===== config.mk =====
export PLATFORM = sky130hd
export DESIGN_NAME = dual_role_session
export DESIGN_NICKNAME = d
export VERILOG_FILES = /design/src/verilog/dual_role_pkg.sv /design/src/verilog/negotiation_timer.sv /design/src/verilog/dual_role_session.sv
export SDC_FILE = /design/constraint.sdc
export NUM_CORES = 1
export LEC_CHECK = 0
export ABC_CLOCK_PERIOD_IN_PS = 3660
export BUFFER_PORTS_ARGS = -buffer_cell sky130_fd_sc_hd__buf_2
export CAP_MARGIN = 15
export CORE_MARGIN = 2
export CORE_UTILIZATION = 35
export CTS_BUF_LIST = sky130_fd_sc_hd__clkbuf_8
export DETAILED_ROUTE_END_ITERATION = 10
export SETUP_SLACK_MARGIN = 0.5
export SLEW_MARGIN = 10
export SYNTH_ARGS = -nofsm -noshare
export SYNTH_HDL_FRONTEND = slang
export SYNTH_SLANG_ARGS = --single-unit

===== constraint.sdc =====
create_clock -name clk -period 3.66 [get_ports clk]
set_input_delay 0.549 -clock clk [delete_from_list [all_inputs] [get_ports clk]]
set_output_delay 0.549 -clock clk [all_outputs]
set_load 0.005 [all_outputs]

===== src/verilog/dual_role_pkg.sv =====
// Notes on behaviour
// - Local connect bit 4 drives the DP pull-up; software holds it 5-10 ms.
// - VBUS charge bit 1 charges VBUS; software holds it 10-20 ms after pulsing.
// - VBUS discharge bit 2 enables the discharge path, optionally about 30 ms.
// - Request detect uses VBUS pulsing (bit 9 = 0) or data lines (1), if bit 10.
// - Detect-enable bit 10 low suppresses every session request event.
// - Data-line detection accepts pulsing on either DP or DM.
// - One loadable timer in 10 us units, expiry reported as an event.
// - Status changes and timer expiry set flags; each enable bit gates its flag's interrupt, and the wake for request, id and B session-valid.
// - Status reports id, session valid, session end, overcurrent, line state.
// - Control drives VBUS source, charge, discharge, DP pull-up, pull-downs, detection.
// - Interrupt line needs event enables, summary enable bit 9 and pin gate bit 0.
// - Config bits 1 and 2 pick trigger mode and polarity; reset level, active low.
// - Power saving outside a session suspends controllers and stops PLL, oscillator.
// - Request, id change or B session-valid wake the part if enabled.
// - Any register access wakes the part from power saving, except a power-save write outside a session.
package dual_role_pkg;
	localparam int ADDR_W = 8;
	localparam int DATA_W = 32;
	// register byte addresses
	localparam logic [7:0] CONTROL_ADDR = 8'h00;
	localparam logic [7:0] STATUS_ADDR = 8'h04;
	localparam logic [7:0] EVENT_FLAGS_ADDR = 8'h08;
	localparam logic [7:0] EVENT_MASK_ADDR = 8'h0C;
	localparam logic [7:0] TIMER_ADDR = 8'h10;
	localparam logic [7:0] HOST_FLAGS_ADDR = 8'h14;
	localparam logic [7:0] HOST_MASK_ADDR = 8'h18;
	localparam logic [7:0] HW_CONFIG_ADDR = 8'h1C;
	localparam logic [7:0] POWER_ADDR = 8'h20;
	// control fields
	localparam int CTL_VBUS_DRIVE = 0;
	localparam int CTL_VBUS_CHARGE = 1;
	localparam int CTL_VBUS_DISCHARGE = 2;
	localparam int CTL_DP_PULLDOWN = 3;
	localparam int CTL_LOCAL_CONNECT = 4;
	localparam int CTL_DM_PULLDOWN = 5;
	localparam int CTL_REQ_SELECT = 9;
	localparam int CTL_DETECT_EN = 10;
	localparam int CTL_W = 11;
	localparam logic [10:0] CTL_RESET = 11'h000;
	localparam logic [10:0] CTL_WRITABLE = 11'h63F;
	// status fields (bits 0..7 are synchronised pins)
	localparam int ST_ID = 0;
	localparam int ST_A_VBUS_VLD = 1;
	localparam int ST_B_SESS_END = 2;
	localparam int ST_A_SESS_VLD = 3;
	localparam int ST_B_SESS_VLD = 4;
	localparam int ST_OVERCURRENT = 5;
	localparam int ST_DP = 6;
	localparam int ST_DM = 7;
	localparam int ST_SE0 = 8;
	localparam int ST_SE0_TWO_MILLI = 9;
	localparam int PIN_W = 8;
	localparam int ST_W = 10;
	// event flag fields; bits 0..5 flag changes of status bits 0..5
	localparam int EV_LINE_CHANGE = 6;
	localparam int EV_SESSION_REQ = 7;
	localparam int EV_TIMER = 8;
	localparam int EV_W = 9;
	localparam logic [8:0] EV_MASK_RESET = 9'h000;
	// host flag / mask and config fields
	localparam int HOST_SUMMARY = 9;
	localparam int CFG_PIN_GATE = 0;
	localparam int CFG_EDGE_MODE = 1;
	localparam int CFG_ACTIVE_HIGH = 2;
	localparam logic [2:0] CFG_RESET = 3'h0;
	localparam int PWR_SAVE = 0;
	localparam int PWR_AWAKE = 1;
	// timing
	localparam int CLK_PERIOD_NS = 20;
	localparam int TIMER_TICK_NS = 10000;
	localparam int TIMER_TICK_CYCLES = TIMER_TICK_NS / CLK_PERIOD_NS;
	localparam int SE0_HOLD_NS = 2000000;
	localparam int SE0_HOLD_CYCLES = SE0_HOLD_NS / CLK_PERIOD_NS;
	localparam int IRQ_PULSE_NS = 160;
	localparam int IRQ_PULSE_CYCLES = (IRQ_PULSE_NS + CLK_PERIOD_NS - 1) / CLK_PERIOD_NS;
	localparam int TIMER_W = 16;
endpackage : dual_role_pkg


===== src/verilog/negotiation_timer.sv =====
`timescale 1ns/1ps
module negotiation_timer
	import dual_role_pkg::*;
(
	// clock and reset
	input wire logic clk,
	input wire logic rst_n,
	// load port
	input wire logic load,
	input wire logic [TIMER_W-1:0] load_value,
	// state
	output logic [TIMER_W-1:0] count,
	output logic expired
);
	logic [TIMER_W-1:0] count_reg;
	logic [TIMER_W-1:0] count_next;
	logic [8:0] div_reg;
	logic [8:0] div_next;
	logic expired_reg;
	wire running = count_reg != '0;
	wire tick = running && (div_reg == 9'(TIMER_TICK_CYCLES - 1));

	// the divider restarts on every load so the first tick is a full 10 us away
	assign div_next = (load || !running || tick) ? 9'h000 : div_reg + 9'h001;
	assign count_next = load ? load_value : (tick ? count_reg - 16'h0001 : count_reg);

	always_ff @(posedge clk) begin
		if (!rst_n) begin
			count_reg <= '0;
			div_reg <= '0;
			expired_reg <= 1'b0;
		end else begin
			count_reg <= count_next;
			div_reg <= div_next;
			expired_reg <= tick && !load && (count_reg == 16'h0001);
		end
	end

	assign count = count_reg;
	assign expired = expired_reg;
endmodule : negotiation_timer


===== src/verilog/dual_role_session.sv =====
// Design decisions made here: the address map and strobed register access.
`timescale 1ns/1ps
module dual_role_session
	import dual_role_pkg::*;
#(
	parameter int SE0_TWO_MS_CYCLES = SE0_HOLD_CYCLES
)
(
	// clock and reset
	input wire logic clk,
	input wire logic rst_n,
	// register port
	input wire logic [ADDR_W-1:0] addr,
	input wire logic [DATA_W-1:0] wr_data,
	input wire logic wr_strobe,
	input wire logic rd_strobe,
	output logic [DATA_W-1:0] rd_data,
	// port sense pins, asynchronous
	input wire logic id_pin,
	input wire logic a_vbus_vld_pin,
	input wire logic b_sess_end_pin,
	input wire logic a_sess_vld_pin,
	input wire logic b_sess_vld_pin,
	input wire logic overcurrent_pin,
	input wire logic dp_pin,
	input wire logic dm_pin,
	// port analog controls
	output logic vbus_drive,
	output logic vbus_charge,
	output logic vbus_discharge,
	output logic dp_pullup_en,
	output logic dp_pulldown_en,
	output logic dm_pulldown_en,
	// shared interrupt line
	output logic irq_line_one,
	// power control
	output logic pll_osc_enable,
	output logic controllers_suspend
);
	// ---------------- pin synchronisers ----------------
	logic [PIN_W-1:0] pin_meta_reg;
	logic [PIN_W-1:0] pin_sync_reg;
	logic [PIN_W-1:0] pin_prev_reg;
	logic [1:0] prime_reg;
	wire [PIN_W-1:0] pin_raw = {dm_pin, dp_pin, overcurrent_pin, b_sess_vld_pin,
		a_sess_vld_pin, b_sess_end_pin, a_vbus_vld_pin, id_pin};

	always_ff @(posedge clk) begin
		if (!rst_n) begin
			pin_meta_reg <= '0;
			pin_sync_reg <= '0;
			pin_prev_reg <= '0;
			prime_reg <= 2'h0;
		end else begin
			pin_meta_reg <= pin_raw;
			pin_sync_reg <= pin_meta_reg;
			pin_prev_reg <= pin_sync_reg;
			if (prime_reg != 2'h3) begin
				prime_reg <= prime_reg + 2'h1;
			end
		end
	end

	// edges are ignored until the chain has refilled after reset, so a pin
	// that idles high does not report a false change
	wire pins_primed = prime_reg == 2'h3;
	wire [PIN_W-1:0] pin_rise = pins_primed ? (pin_sync_reg & ~pin_prev_reg) : '0;
	wire [PIN_W-1:0] pin_change = pins_primed ? (pin_sync_reg ^ pin_prev_reg) : '0;

	// ---------------- register decode ----------------
	wire sel_control = addr == CONTROL_ADDR;
	wire sel_status = addr == STATUS_ADDR;
	wire sel_flags = addr == EVENT_FLAGS_ADDR;
	wire sel_mask = addr == EVENT_MASK_ADDR;
	wire sel_timer = addr == TIMER_ADDR;
	wire sel_host_flags = addr == HOST_FLAGS_ADDR;
	wire sel_host_mask = addr == HOST_MASK_ADDR;
	wire sel_config = addr == HW_CONFIG_ADDR;
	wire sel_power = addr == POWER_ADDR;

	wire wr_control = wr_strobe && sel_control;
	wire wr_flags = wr_strobe && sel_flags;
	wire wr_mask = wr_strobe && sel_mask;
	wire wr_timer = wr_strobe && sel_timer;
	wire wr_host_mask = wr_strobe && sel_host_mask;
	wire wr_config = wr_strobe && sel_config;
	wire wr_power = wr_strobe && sel_power;

	// ---------------- control register ----------------
	logic [CTL_W-1:0] control_reg;
	logic [CTL_W-1:0] control_next;

	assign control_next = wr_control ? (wr_data[CTL_W-1:0] & CTL_WRITABLE) : control_reg;

	always_ff @(posedge clk) begin
		if (!rst_n) begin
			control_reg <= CTL_RESET;
		end else begin
			control_reg <= control_next;
		end
	end

	// pad outputs follow the register bits; software owns the pulse timing
	assign vbus_drive = control_reg[CTL_VBUS_DRIVE];
	assign vbus_charge = control_reg[CTL_VBUS_CHARGE];
	assign vbus_discharge = control_reg[CTL_VBUS_DISCHARGE];
	assign dp_pullup_en = control_reg[CTL_LOCAL_CONNECT];
	assign dp_pulldown_en = control_reg[CTL_DP_PULLDOWN];
	assign dm_pulldown_en = control_reg[CTL_DM_PULLDOWN];

	// ---------------- line state and 2 ms SE0 ----------------
	wire se0_now = !pin_sync_reg[ST_DP] && !pin_sync_reg[ST_DM];
	logic [31:0] se0_count_reg;
	logic [31:0] se0_count_next;
	logic se0_long_reg;

	assign se0_count_next = !se0_now ? 32'h0000_0000 :
		(se0_long_reg ? se0_count_reg : se0_count_reg + 32'h0000_0001);

	always_ff @(posedge clk) begin
		if (!rst_n) begin
			se0_count_reg <= '0;
			se0_long_reg <= 1'b0;
		end else begin
			se0_count_reg <= se0_count_next;
			se0_long_reg <= se0_now && (se0_count_next >= 32'(SE0_TWO_MS_CYCLES));
		end
	end

	wire [ST_W-1:0] status_word = {se0_long_reg, se0_now, pin_sync_reg};

	// ---------------- session request detection ----------------
	// data-line pulsing: a rise on DP or DM while our own pull-up is off,
	// so the request cannot be confused with our own connect
	wire line_pulse = (pin_rise[ST_DP] || pin_rise[ST_DM]) &&
		!control_reg[CTL_LOCAL_CONNECT];
	// VBUS pulsing: session-valid rises while we are not sourcing VBUS
	wire vbus_pulse = pin_rise[ST_A_SESS_VLD] && !control_reg[CTL_VBUS_DRIVE];
	wire req_seen = control_reg[CTL_REQ_SELECT] ? line_pulse : vbus_pulse;
	wire session_req = control_reg[CTL_DETECT_EN] && req_seen;

	// ---------------- timer ----------------
	logic [TIMER_W-1:0] timer_count;
	logic timer_expired;

	negotiation_timer u_timer (
		.clk(clk),
		.rst_n(rst_n),
		.load(wr_timer),
		.load_value(wr_data[TIMER_W-1:0]),
		.count(timer_count),
		.expired(timer_expired)
	);

	// ---------------- event flags and mask ----------------
	logic [EV_W-1:0] flags_reg;
	logic [EV_W-1:0] flags_next;
	logic [EV_W-1:0] mask_reg;
	logic [EV_W-1:0] mask_next;

	wire [EV_W-1:0] flag_set = {timer_expired, session_req,
		pin_change[ST_DP] || pin_change[ST_DM], pin_change[5:0]};
	wire [EV_W-1:0] flag_clear = wr_flags ? wr_data[EV_W-1:0] : '0;

	// a set in the same cycle as its clear wins, so no event is lost
	assign flags_next = (flags_reg & ~flag_clear) | flag_set;
	assign mask_next = wr_mask ? wr_data[EV_W-1:0] : mask_reg;

	always_ff @(posedge clk) begin
		if (!rst_n) begin
			flags_reg <= '0;
			mask_reg <= EV_MASK_RESET;
		end else begin
			flags_reg <= flags_next;
			mask_reg <= mask_next;
		end
	end

	wire [EV_W-1:0] flags_enabled = flags_reg & mask_reg;
	wire summary_event = |flags_enabled;

	// ---------------- host summary mask and config ----------------
	logic host_summary_mask_reg;
	logic [2:0] config_reg;

	always_ff @(posedge clk) begin
		if (!rst_n) begin
			host_summary_mask_reg <= 1'b0;
			config_reg <= CFG_RESET;
		end else begin
			if (wr_host_mask) begin
				host_summary_mask_reg <= wr_data[HOST_SUMMARY];
			end
			if (wr_config) begin
				config_reg <= wr_data[2:0];
			end
		end
	end

	// ---------------- interrupt line ----------------
	wire irq_cond = summary_event && host_summary_mask_reg &&
		config_reg[CFG_PIN_GATE];
	logic irq_cond_prev_reg;
	logic [3:0] pulse_count_reg;
	logic [3:0] pulse_count_next;
	logic irq_out_reg;

	// edge mode emits a fixed pulse per new condition; a condition that stays
	// up through the service routine is not repeated, as with any edge input
	wire irq_rise = irq_cond && !irq_cond_prev_reg;
	assign pulse_count_next = irq_rise ? 4'(IRQ_PULSE_CYCLES) :
		(pulse_count_reg != 4'h0 ? pulse_count_reg - 4'h1 : 4'h0);
	wire irq_active_next = config_reg[CFG_EDGE_MODE] ?
		(pulse_count_next != 4'h0) : irq_cond;

	always_ff @(posedge clk) begin
		if (!rst_n) begin
			irq_cond_prev_reg <= 1'b0;
			pulse_count_reg <= 4'h0;
			irq_out_reg <= 1'b1;
		end else begin
			irq_cond_prev_reg <= irq_cond;
			pulse_count_reg <= pulse_count_next;
			irq_out_reg <= irq_active_next ~^ config_reg[CFG_ACTIVE_HIGH];
		end
	end

	assign irq_line_one = irq_out_reg;

	// ---------------- power saving ----------------
	typedef enum logic {
		PWR_RUN,
		PWR_SLEEP
	} power_state_t;

	power_state_t power_reg;
	power_state_t power_next;

	wire in_session = pin_sync_reg[ST_B_SESS_VLD] || pin_sync_reg[ST_A_SESS_VLD] ||
		control_reg[CTL_VBUS_DRIVE];
	wire sleep_req = wr_power && wr_data[PWR_SAVE] && !in_session;
	wire access_wake = wr_strobe || rd_strobe;
	wire [EV_W-1:0] wake_events = flag_set & mask_reg &
		((EV_W'(1) << EV_SESSION_REQ) | (EV_W'(1) << ST_ID) |
		(EV_W'(1) << ST_B_SESS_VLD));
	// a B session-valid change is only a wake source when it is a rise
	wire event_wake = (|wake_events) &&
		(!flag_set[ST_B_SESS_VLD] || pin_sync_reg[ST_B_SESS_VLD] ||
		flag_set[EV_SESSION_REQ] || flag_set[ST_ID]);

	always_comb begin
		power_next = power_reg;
		unique case (power_reg)
			PWR_RUN: begin
				if (sleep_req) begin
					power_next = PWR_SLEEP;
				end
			end
			PWR_SLEEP: begin
				// the access that asked for sleep is itself not a wake
				if ((access_wake && !sleep_req) || event_wake) begin
					power_next = PWR_RUN;
				end
			end
		endcase
	end

	always_ff @(posedge clk) begin
		if (!rst_n) begin
			power_reg <= PWR_RUN;
			pll_osc_enable <= 1'b1;
			controllers_suspend <= 1'b0;
		end else begin
			power_reg <= power_next;
			pll_osc_enable <= power_next == PWR_RUN;
			controllers_suspend <= power_next == PWR_SLEEP;
		end
	end

	// ---------------- read path ----------------
	wire [DATA_W-1:0] host_flags_word = DATA_W'({summary_event, 9'h000});
	wire [DATA_W-1:0] power_word = DATA_W'({power_reg == PWR_RUN,
		power_reg == PWR_SLEEP});
	wire [DATA_W-1:0] rd_mux =
		sel_control ? DATA_W'(control_reg) :
		sel_status ? DATA_W'(status_word) :
		sel_flags ? DATA_W'(flags_reg) :
		sel_mask ? DATA_W'(mask_reg) :
		sel_timer ? DATA_W'(timer_count) :
		sel_host_flags ? host_flags_word :
		sel_host_mask ? DATA_W'({host_summary_mask_reg, 9'h000}) :
		sel_config ? DATA_W'(config_reg) :
		sel_power ? power_word :
		32'h0000_0000;
	logic [DATA_W-1:0] rd_data_reg;

	always_ff @(posedge clk) begin
		if (!rst_n) begin
			rd_data_reg <= '0;
		end else begin
			rd_data_reg <= rd_strobe ? rd_mux : 32'h0000_0000;
		end
	end

	assign rd_data = rd_data_reg;
endmodule : dual_role_session


==> run metrics, run 1 <==
Area growth, synth to finish 12.67%; Avg Inst Size Synth 8.391 um^2; final hold vios 0; DRC Markers 0; routed via count 5499; top-area cell type share of the netlist area 42.19%; Tot Pwr 3.031 mW; Seq cells post-synth 139; clock-pin slew on the worst setup and hold paths 80 ps; RSZ-0062 raised after global routing false; critical path's top delay family simple AND/OR/NAND/NOR gates; Largest register FFs 32; drt pass-1 iters 5; total track usage 16.25%; row count 50; Max Clock Skew 12.15 ps; number of max-cap violations 0; Clock Sinks 139; Die Footprint 0.01996 mm^2; count of cell types in the netlist 71; Placer Congestion 0.8196; final period utilization 78.69%; Final setup viols 0; Final ANT Viol Nets 0; Top Metal Used met4; most used cell, CP or4_1; Setup Buffers After CTS 0; Worst Hold Class in -> reg; VDD IR max 0.0002240 V; clk buf depth 2; Detail Route met2 WL 6.859 mm; most frequent cells in the layout dfxtp_1, nor2_1, nand2_1, a21oi_1, buf_2; largest net degree at the start of global routing 33; Leak 2.835 nW; DRT Wirelength 15.93 mm; status finished, final reports clean; arrival time at the worst endpoint 3200 ps; routed wl met3 768 um; Initial Util 35.49%; critical path required time 3980 ps; first-pass GRT wire length 25.80 mm; initial antenna violation count 0; Die Ht 141.3 um; post-synthesis cell area 0.006595 mm^2; IO Port Bufs 60; critical path fanouts, max 6; post-synth top area cell dfxtp_1; post-CTS sizing 0; Max-Slew Margin vs Limit 43.25%; critical path class reg -> reg; Worst Setup End Kind flop; die span in x 141.3 um; I/O pin count 93; post-DR vias/cell 5.073; Root Driver clkbuf_8; Primary FF master, synth dfxtp_1; Async SR Flop Fraction 0%; critical path startpoint category flop; worst skew pair latency 440 ps; hold buffers post-CTS 0; minimum clock period 2880 ps; Slew Viols, Final 0; P per Cell Area 407.9 mW/mm^2; final setup TNS 0 ps; Worst-Margin Slew 846.1 ps; First DRT Iteration DRCs 325; yosys warns 0; register area share after synthesis 42.19%; GRT overflow 0; commonest non-fill, non-tap cell in the layout dfxtp_1; Antenna diodes 0; HPWL Detailed 11.26 mm; layout cells sized above 1 13.41%; Num CTS Buffers 17; post-synthesis cell count 786; wire length per cell 14.69 um; top cells by area, synth dfxtp_1, nor2_1, a21oi_1; CP Cell Sequence and2_0 > nand4_4 > or4_1 > mux2i_1 > or4_1 > a2111oi_2 > o22ai_1; H-tree lvl count 4; slowest stage delay, CP 590 ps; TritonCTS clock tree yes; number of synthesized flops with an enable pin 0; vias in the first global route 4923; Max Fclk 347.2 MHz; Worst path slowest cell or4_1; M1 wire length 8.076 mm; final net count 898; total core area 0.01858 mm^2; crit path buf inv count 0
final cells by class:
type | count | area (um^2)
Clock buffer | 18 | 247.7
Clock inverter | 14 | 145.1
Fill cell | 1922 | 11150
Inverter | 22 | 82.58
Multi-Input combinational cell | 589 | 3520
Sequential cell | 139 | 2783
Tap cell | 234 | 292.8
Timing Repair Buffer | 68 | 360.3
cell usage after synthesis, types with 3 or more instances:
| library cell | count |
|---|---|
| nand2b_1 | 5 |
| a31oi_1 | 3 |
| a21oi_1 | 63 |
| o21ai_0 | 26 |
| and2_1 | 37 |
| xor2_1 | 34 |
| ha_1 | 9 |
| nor3_1 | 12 |
| o22ai_1 | 4 |
| a211oi_1 | 5 |
| a221oi_1 | 3 |
| nand4_1 | 8 |
| nand2_1 | 81 |
| dfxtp_1 | 139 |
| buf_2 | 3 |
| nand3b_1 | 5 |
| nor2b_1 | 9 |
| and3_1 | 13 |
| nor4_1 | 7 |
| o211ai_1 | 3 |
| mux2i_1 | 15 |
| or3_1 | 6 |
| a22oi_1 | 15 |
| inv_1 | 21 |
| or4_1 | 3 |
| buf_4 | 17 |
| xnor2_1 | 25 |
| and4_1 | 6 |
| nor2_1 | 93 |
| clkbuf_1 | 28 |
| nor3b_1 | 4 |
| nand3_1 | 38 |
final timing paths:
kind / startpoint / endpoint / slack [ps] / depth (start not counted)
max reg2reg: se0_count_reg[5]$_SDFF_PN0_ / se0_long_reg$_SDFF_PN0_ / 780 / 7
min reg2reg: pin_meta_reg[6]$_SDFF_PN0_ / pin_sync_reg[6]$_SDFF_PN0_ / 440 / 1
max: se0_count_reg[5]$_SDFF_PN0_ / se0_long_reg$_SDFF_PN0_ / 780 / 7
min: overcurrent_pin / pin_meta_reg[5]$_SDFF_PN0_ / 310 / 2
metal layers:
layer  GRT usage (%)  vias to the layer above
met5               0                        -
met3           4.084                       15
li1                -                     2784
met4           5.105                        0
met1           23.79                     2579
met2           23.38                      121
stage by stage:
step	instances	area (um^2)	worst slack, ps	hold WS, ps	utilization (%)
floorplan	801	6651	1070	411.9	-
global placement	1052	7038	757.7	414.4	37.88
detailed placement	1052	7038	761.3	416.9	37.88
CTS	1084	7431	770.5	283.4	39.99
global route	1084	7431	619.5	266.0	39.99
finish	1084	7431	779.9	312.4	39.99
worst register-to-register path: stages (launching register included):
cell and delay, ps:
dfxtp_1 440, and2_0 410, nand4_4 220, or4_1 590, mux2i_1 150, or4_1 520, a2111oi_2 310, o22ai_1 120
kinds of logic (layout without fill, tap and decap cells):
family                     count (synthesis)  in the layout  share of synthesized area (%)
AOI/OAI and AO/OA                        146            146                          13.79
and+or+nand+nor                          343            343                          26.69
other                                      1             16                        0.05686
xor gates and xnor gates                  59             59                          7.835
muxes                                     15             15                          2.277
adders and majority gates                 10             10                          1.859
DFF                                      139            139                          42.19
buffers and inverters                     73            122                          5.293
where the power goes:
group	internal (mW)	switching [mW]
combinational	0.0872	0.130
sequential	1.55	0.0284
clock	0.625	0.611
total	2.26	0.770
No activity file was read; power rests on OpenSTA's default activity.
==> run 2: changes to the inputs <==
- ABC_CLOCK_PERIOD_IN_PS: 3660 -> 2400
- clock period: 3.66 -> 2.4 ns (I/O delays scaled with it)
==> run 2 against run 1 <==
Net effect:
- register-to-register slack lost 640 ps
- cell count grew 6.5%
- critical path depth is the same
- design area grew 11%
- wire length grew 7.6%
- worst setup slack lost 640 ps
- global-route usage grew 1.4 points
- first-iteration DRC count grew 28%
- maximum frequency grew 27%
- flip-flop and latch count is the same
- power grew 54%
- die area is the same
==> run metrics, run 2 (synthesized netlist as in run 1, its figures left out) <==
status finished, final reports clean; post-place instance area 0.007486 mm^2 (+6.4%); Slew Viols, Final 0 (unchanged); Worst path slowest cell or4_4; non-filler cells in the finished layout 1155 (+6.5%); critical path startpoint category flop; first-pass GRT wire length 28.00 mm (+8.5%); Leak 3.271 nW (+15%); final net count 969 (+7.9%); die span in x 141.3 um (unchanged); total core area 0.01858 mm^2 (unchanged); TritonCTS clock tree yes; First DRT Iteration DRCs 415 (+28%); Final ANT Viol Nets 0 (unchanged); largest net degree at the start of global routing 35 (+6.1%); slowest stage delay, CP 510 ps (-80 ps); # fillers 1842 (-4.2%); HPWL Detailed 11.85 mm (+5.3%); Die Ht 141.3 um (unchanged); clk buf depth 2 (unchanged); Largest register FFs 32 (unchanged); post-DR vias/cell 5.023 (-0.99%); Final setup viols 0 (unchanged); GRT overflow 0 (unchanged); RSZ-0062 raised after global routing true; R2R Path Start se0_count_reg[8]$_SDFF_PN0_; arrival time at the worst endpoint 2580 ps (-620 ps); DRT Wirelength 17.14 mm (+7.6%); Worst Setup End Kind flop; Max Fclk 442.5 MHz (+27%); DRC Markers 0 (unchanged); Max Clock Skew 12.03 ps (-0.1209 ps); critical path's top delay family simple AND/OR/NAND/NOR gates; wire length per cell 14.84 um (+0.98%); layout cells sized above 1 26.06% (+13 points); final setup TNS 0 ps (unchanged); worst hold start dp_pin; Clock Sinks 139 (unchanged); I/O pin count 93 (unchanged); Area growth, synth to finish 25.57%; Num CTS Buffers 17 (unchanged); H-tree lvl count 4 (unchanged); total track usage 17.65% (+1.4 points); critical path required time 2720 ps (-1260 ps); post-route design area 0.008282 mm^2 (+11%); Placer Congestion 0.8959 (+9.3%); most used cell, CP or4_4; Initial Util 35.49% (unchanged); most frequent cells in the layout dfxtp_1, nor2_1, nand2_1, buf_4, a21oi_1; initial antenna violation count 0 (unchanged); minimum clock period 2260 ps (-620.0 ps); final hold vios 0 (unchanged); Die Footprint 0.01996 mm^2 (unchanged); number of max-cap violations 0 (unchanged); Worst Setup SP se0_count_reg[8]$_SDFF_PN0_; CP Cell Sequence and4_4 > nand4_4 > or4_4 > mux2i_1 > or4_4 > a2111oi_4 > o22ai_1; clock-pin slew on the worst setup and hold paths 80 ps (about the same); vias in the first global route 5441 (+11%); crit path buf inv count 0 (unchanged); IO Port Bufs 60 (unchanged); worst skew pair latency 450 ps (about the same); critical path class reg -> reg; commonest non-fill, non-tap cell in the layout dfxtp_1; drt pass-1 iters 5 (unchanged); Root Driver clkbuf_8; VDD IR max 0.0003411 V (+52%); critical path fanouts, max 2 (-4); row count 50 (unchanged); final period utilization 94.17% (+15 points); placed cell count 1097 (+4.3%); routed via count 5801 (+5.5%); Antenna diodes 0 (unchanged); P per Cell Area 564.3 mW/mm^2 (+38%); Worst Hold Class in -> reg
==> run 2: changes by cell type in the layout (fill, tap and decap cells not counted), sizes merged <==
| cell | delta |
|---|---|
| clkinvlp | +2 |
| buf | +70 |
| clkinv | -1 |
| inv | -1 |
| o2111ai | +1 |
==> run 2: through the flow <==
step	util [%]	worst slack (ps)	power, mW	hold WS [ps]
global placement	40.29	115.3	2.802	418.4
finish	44.57	139.9	4.674	113.2
floorplan	-	72.61	2.701	411.9
CTS	43.80	67.33	4.733	84.10
detailed placement	40.29	40.25	2.809	418.4
global route	44.57	29.94	4.890	81.78
==> run 2: power by group <==
part           internal (mW)  leakage, nW  switching [mW]
combinational          0.147         1.94           0.218
clock                  0.950        0.188           0.957
sequential              2.36         1.14          0.0436
==> run 2: metal layers <==
| metal | part of all wire, % | global-route usage [%] | vias to the layer above |
|---|---|---|---|
| met3 | 3.4 | 3.409 | 17 |
| li1 | - | - | 2942 |
| met1 | 50 | 24.52 | 2737 |
| met2 | 45 | 27.52 | 105 |
| met5 | 0 | 0 | - |
| met4 | 1.4 | 6.105 | 0 |
==> run 2: timing repair <==
item                                    in CTS  in global routing
pin swaps                                   36                 28
resized for setup                           31                 19
hold buffers                                 0                  0
buffers inserted                            15                 10
gates cloned                                 1                  0
endpoints found under the setup margin      28                 34
==> run 2: final cells by class <==
cell class / count / area, um^2 / area share, %
clock buffers: 18 / 247.7 / 2.991
multi-input cells: 590 / 3797 / 45.85
clock inverters: 14 / 143.9 / 1.737
flip-flops and latches: 139 / 2824 / 34.10
well taps: 234 / 292.8 / 3.535
inverters: 22 / 82.58 / 0.9971
repair buffers: 138 / 893.4 / 10.79
==> run 2: worst reg2reg max path, cell delays in order, from the launching register on <==
cell and delay (ps):
dfxtp_2 330, and4_4 240, nand4_4 80, or4_4 510
mux2i_1 130, or4_4 490, a2111oi_4 200, o22ai_1 140
==> run 2: final timing paths <==
check / cells after the start / slack, ps / endpoint
max: 7 / 140 / se0_long_reg$_SDFF_PN0_
min: 2 / 110 / pin_meta_reg[6]$_SDFF_PN0_
max reg2reg: 7 / 140 / se0_long_reg$_SDFF_PN0_
min reg2reg: 1 / 440 / pin_sync_reg[1]$_SDFF_PN0_
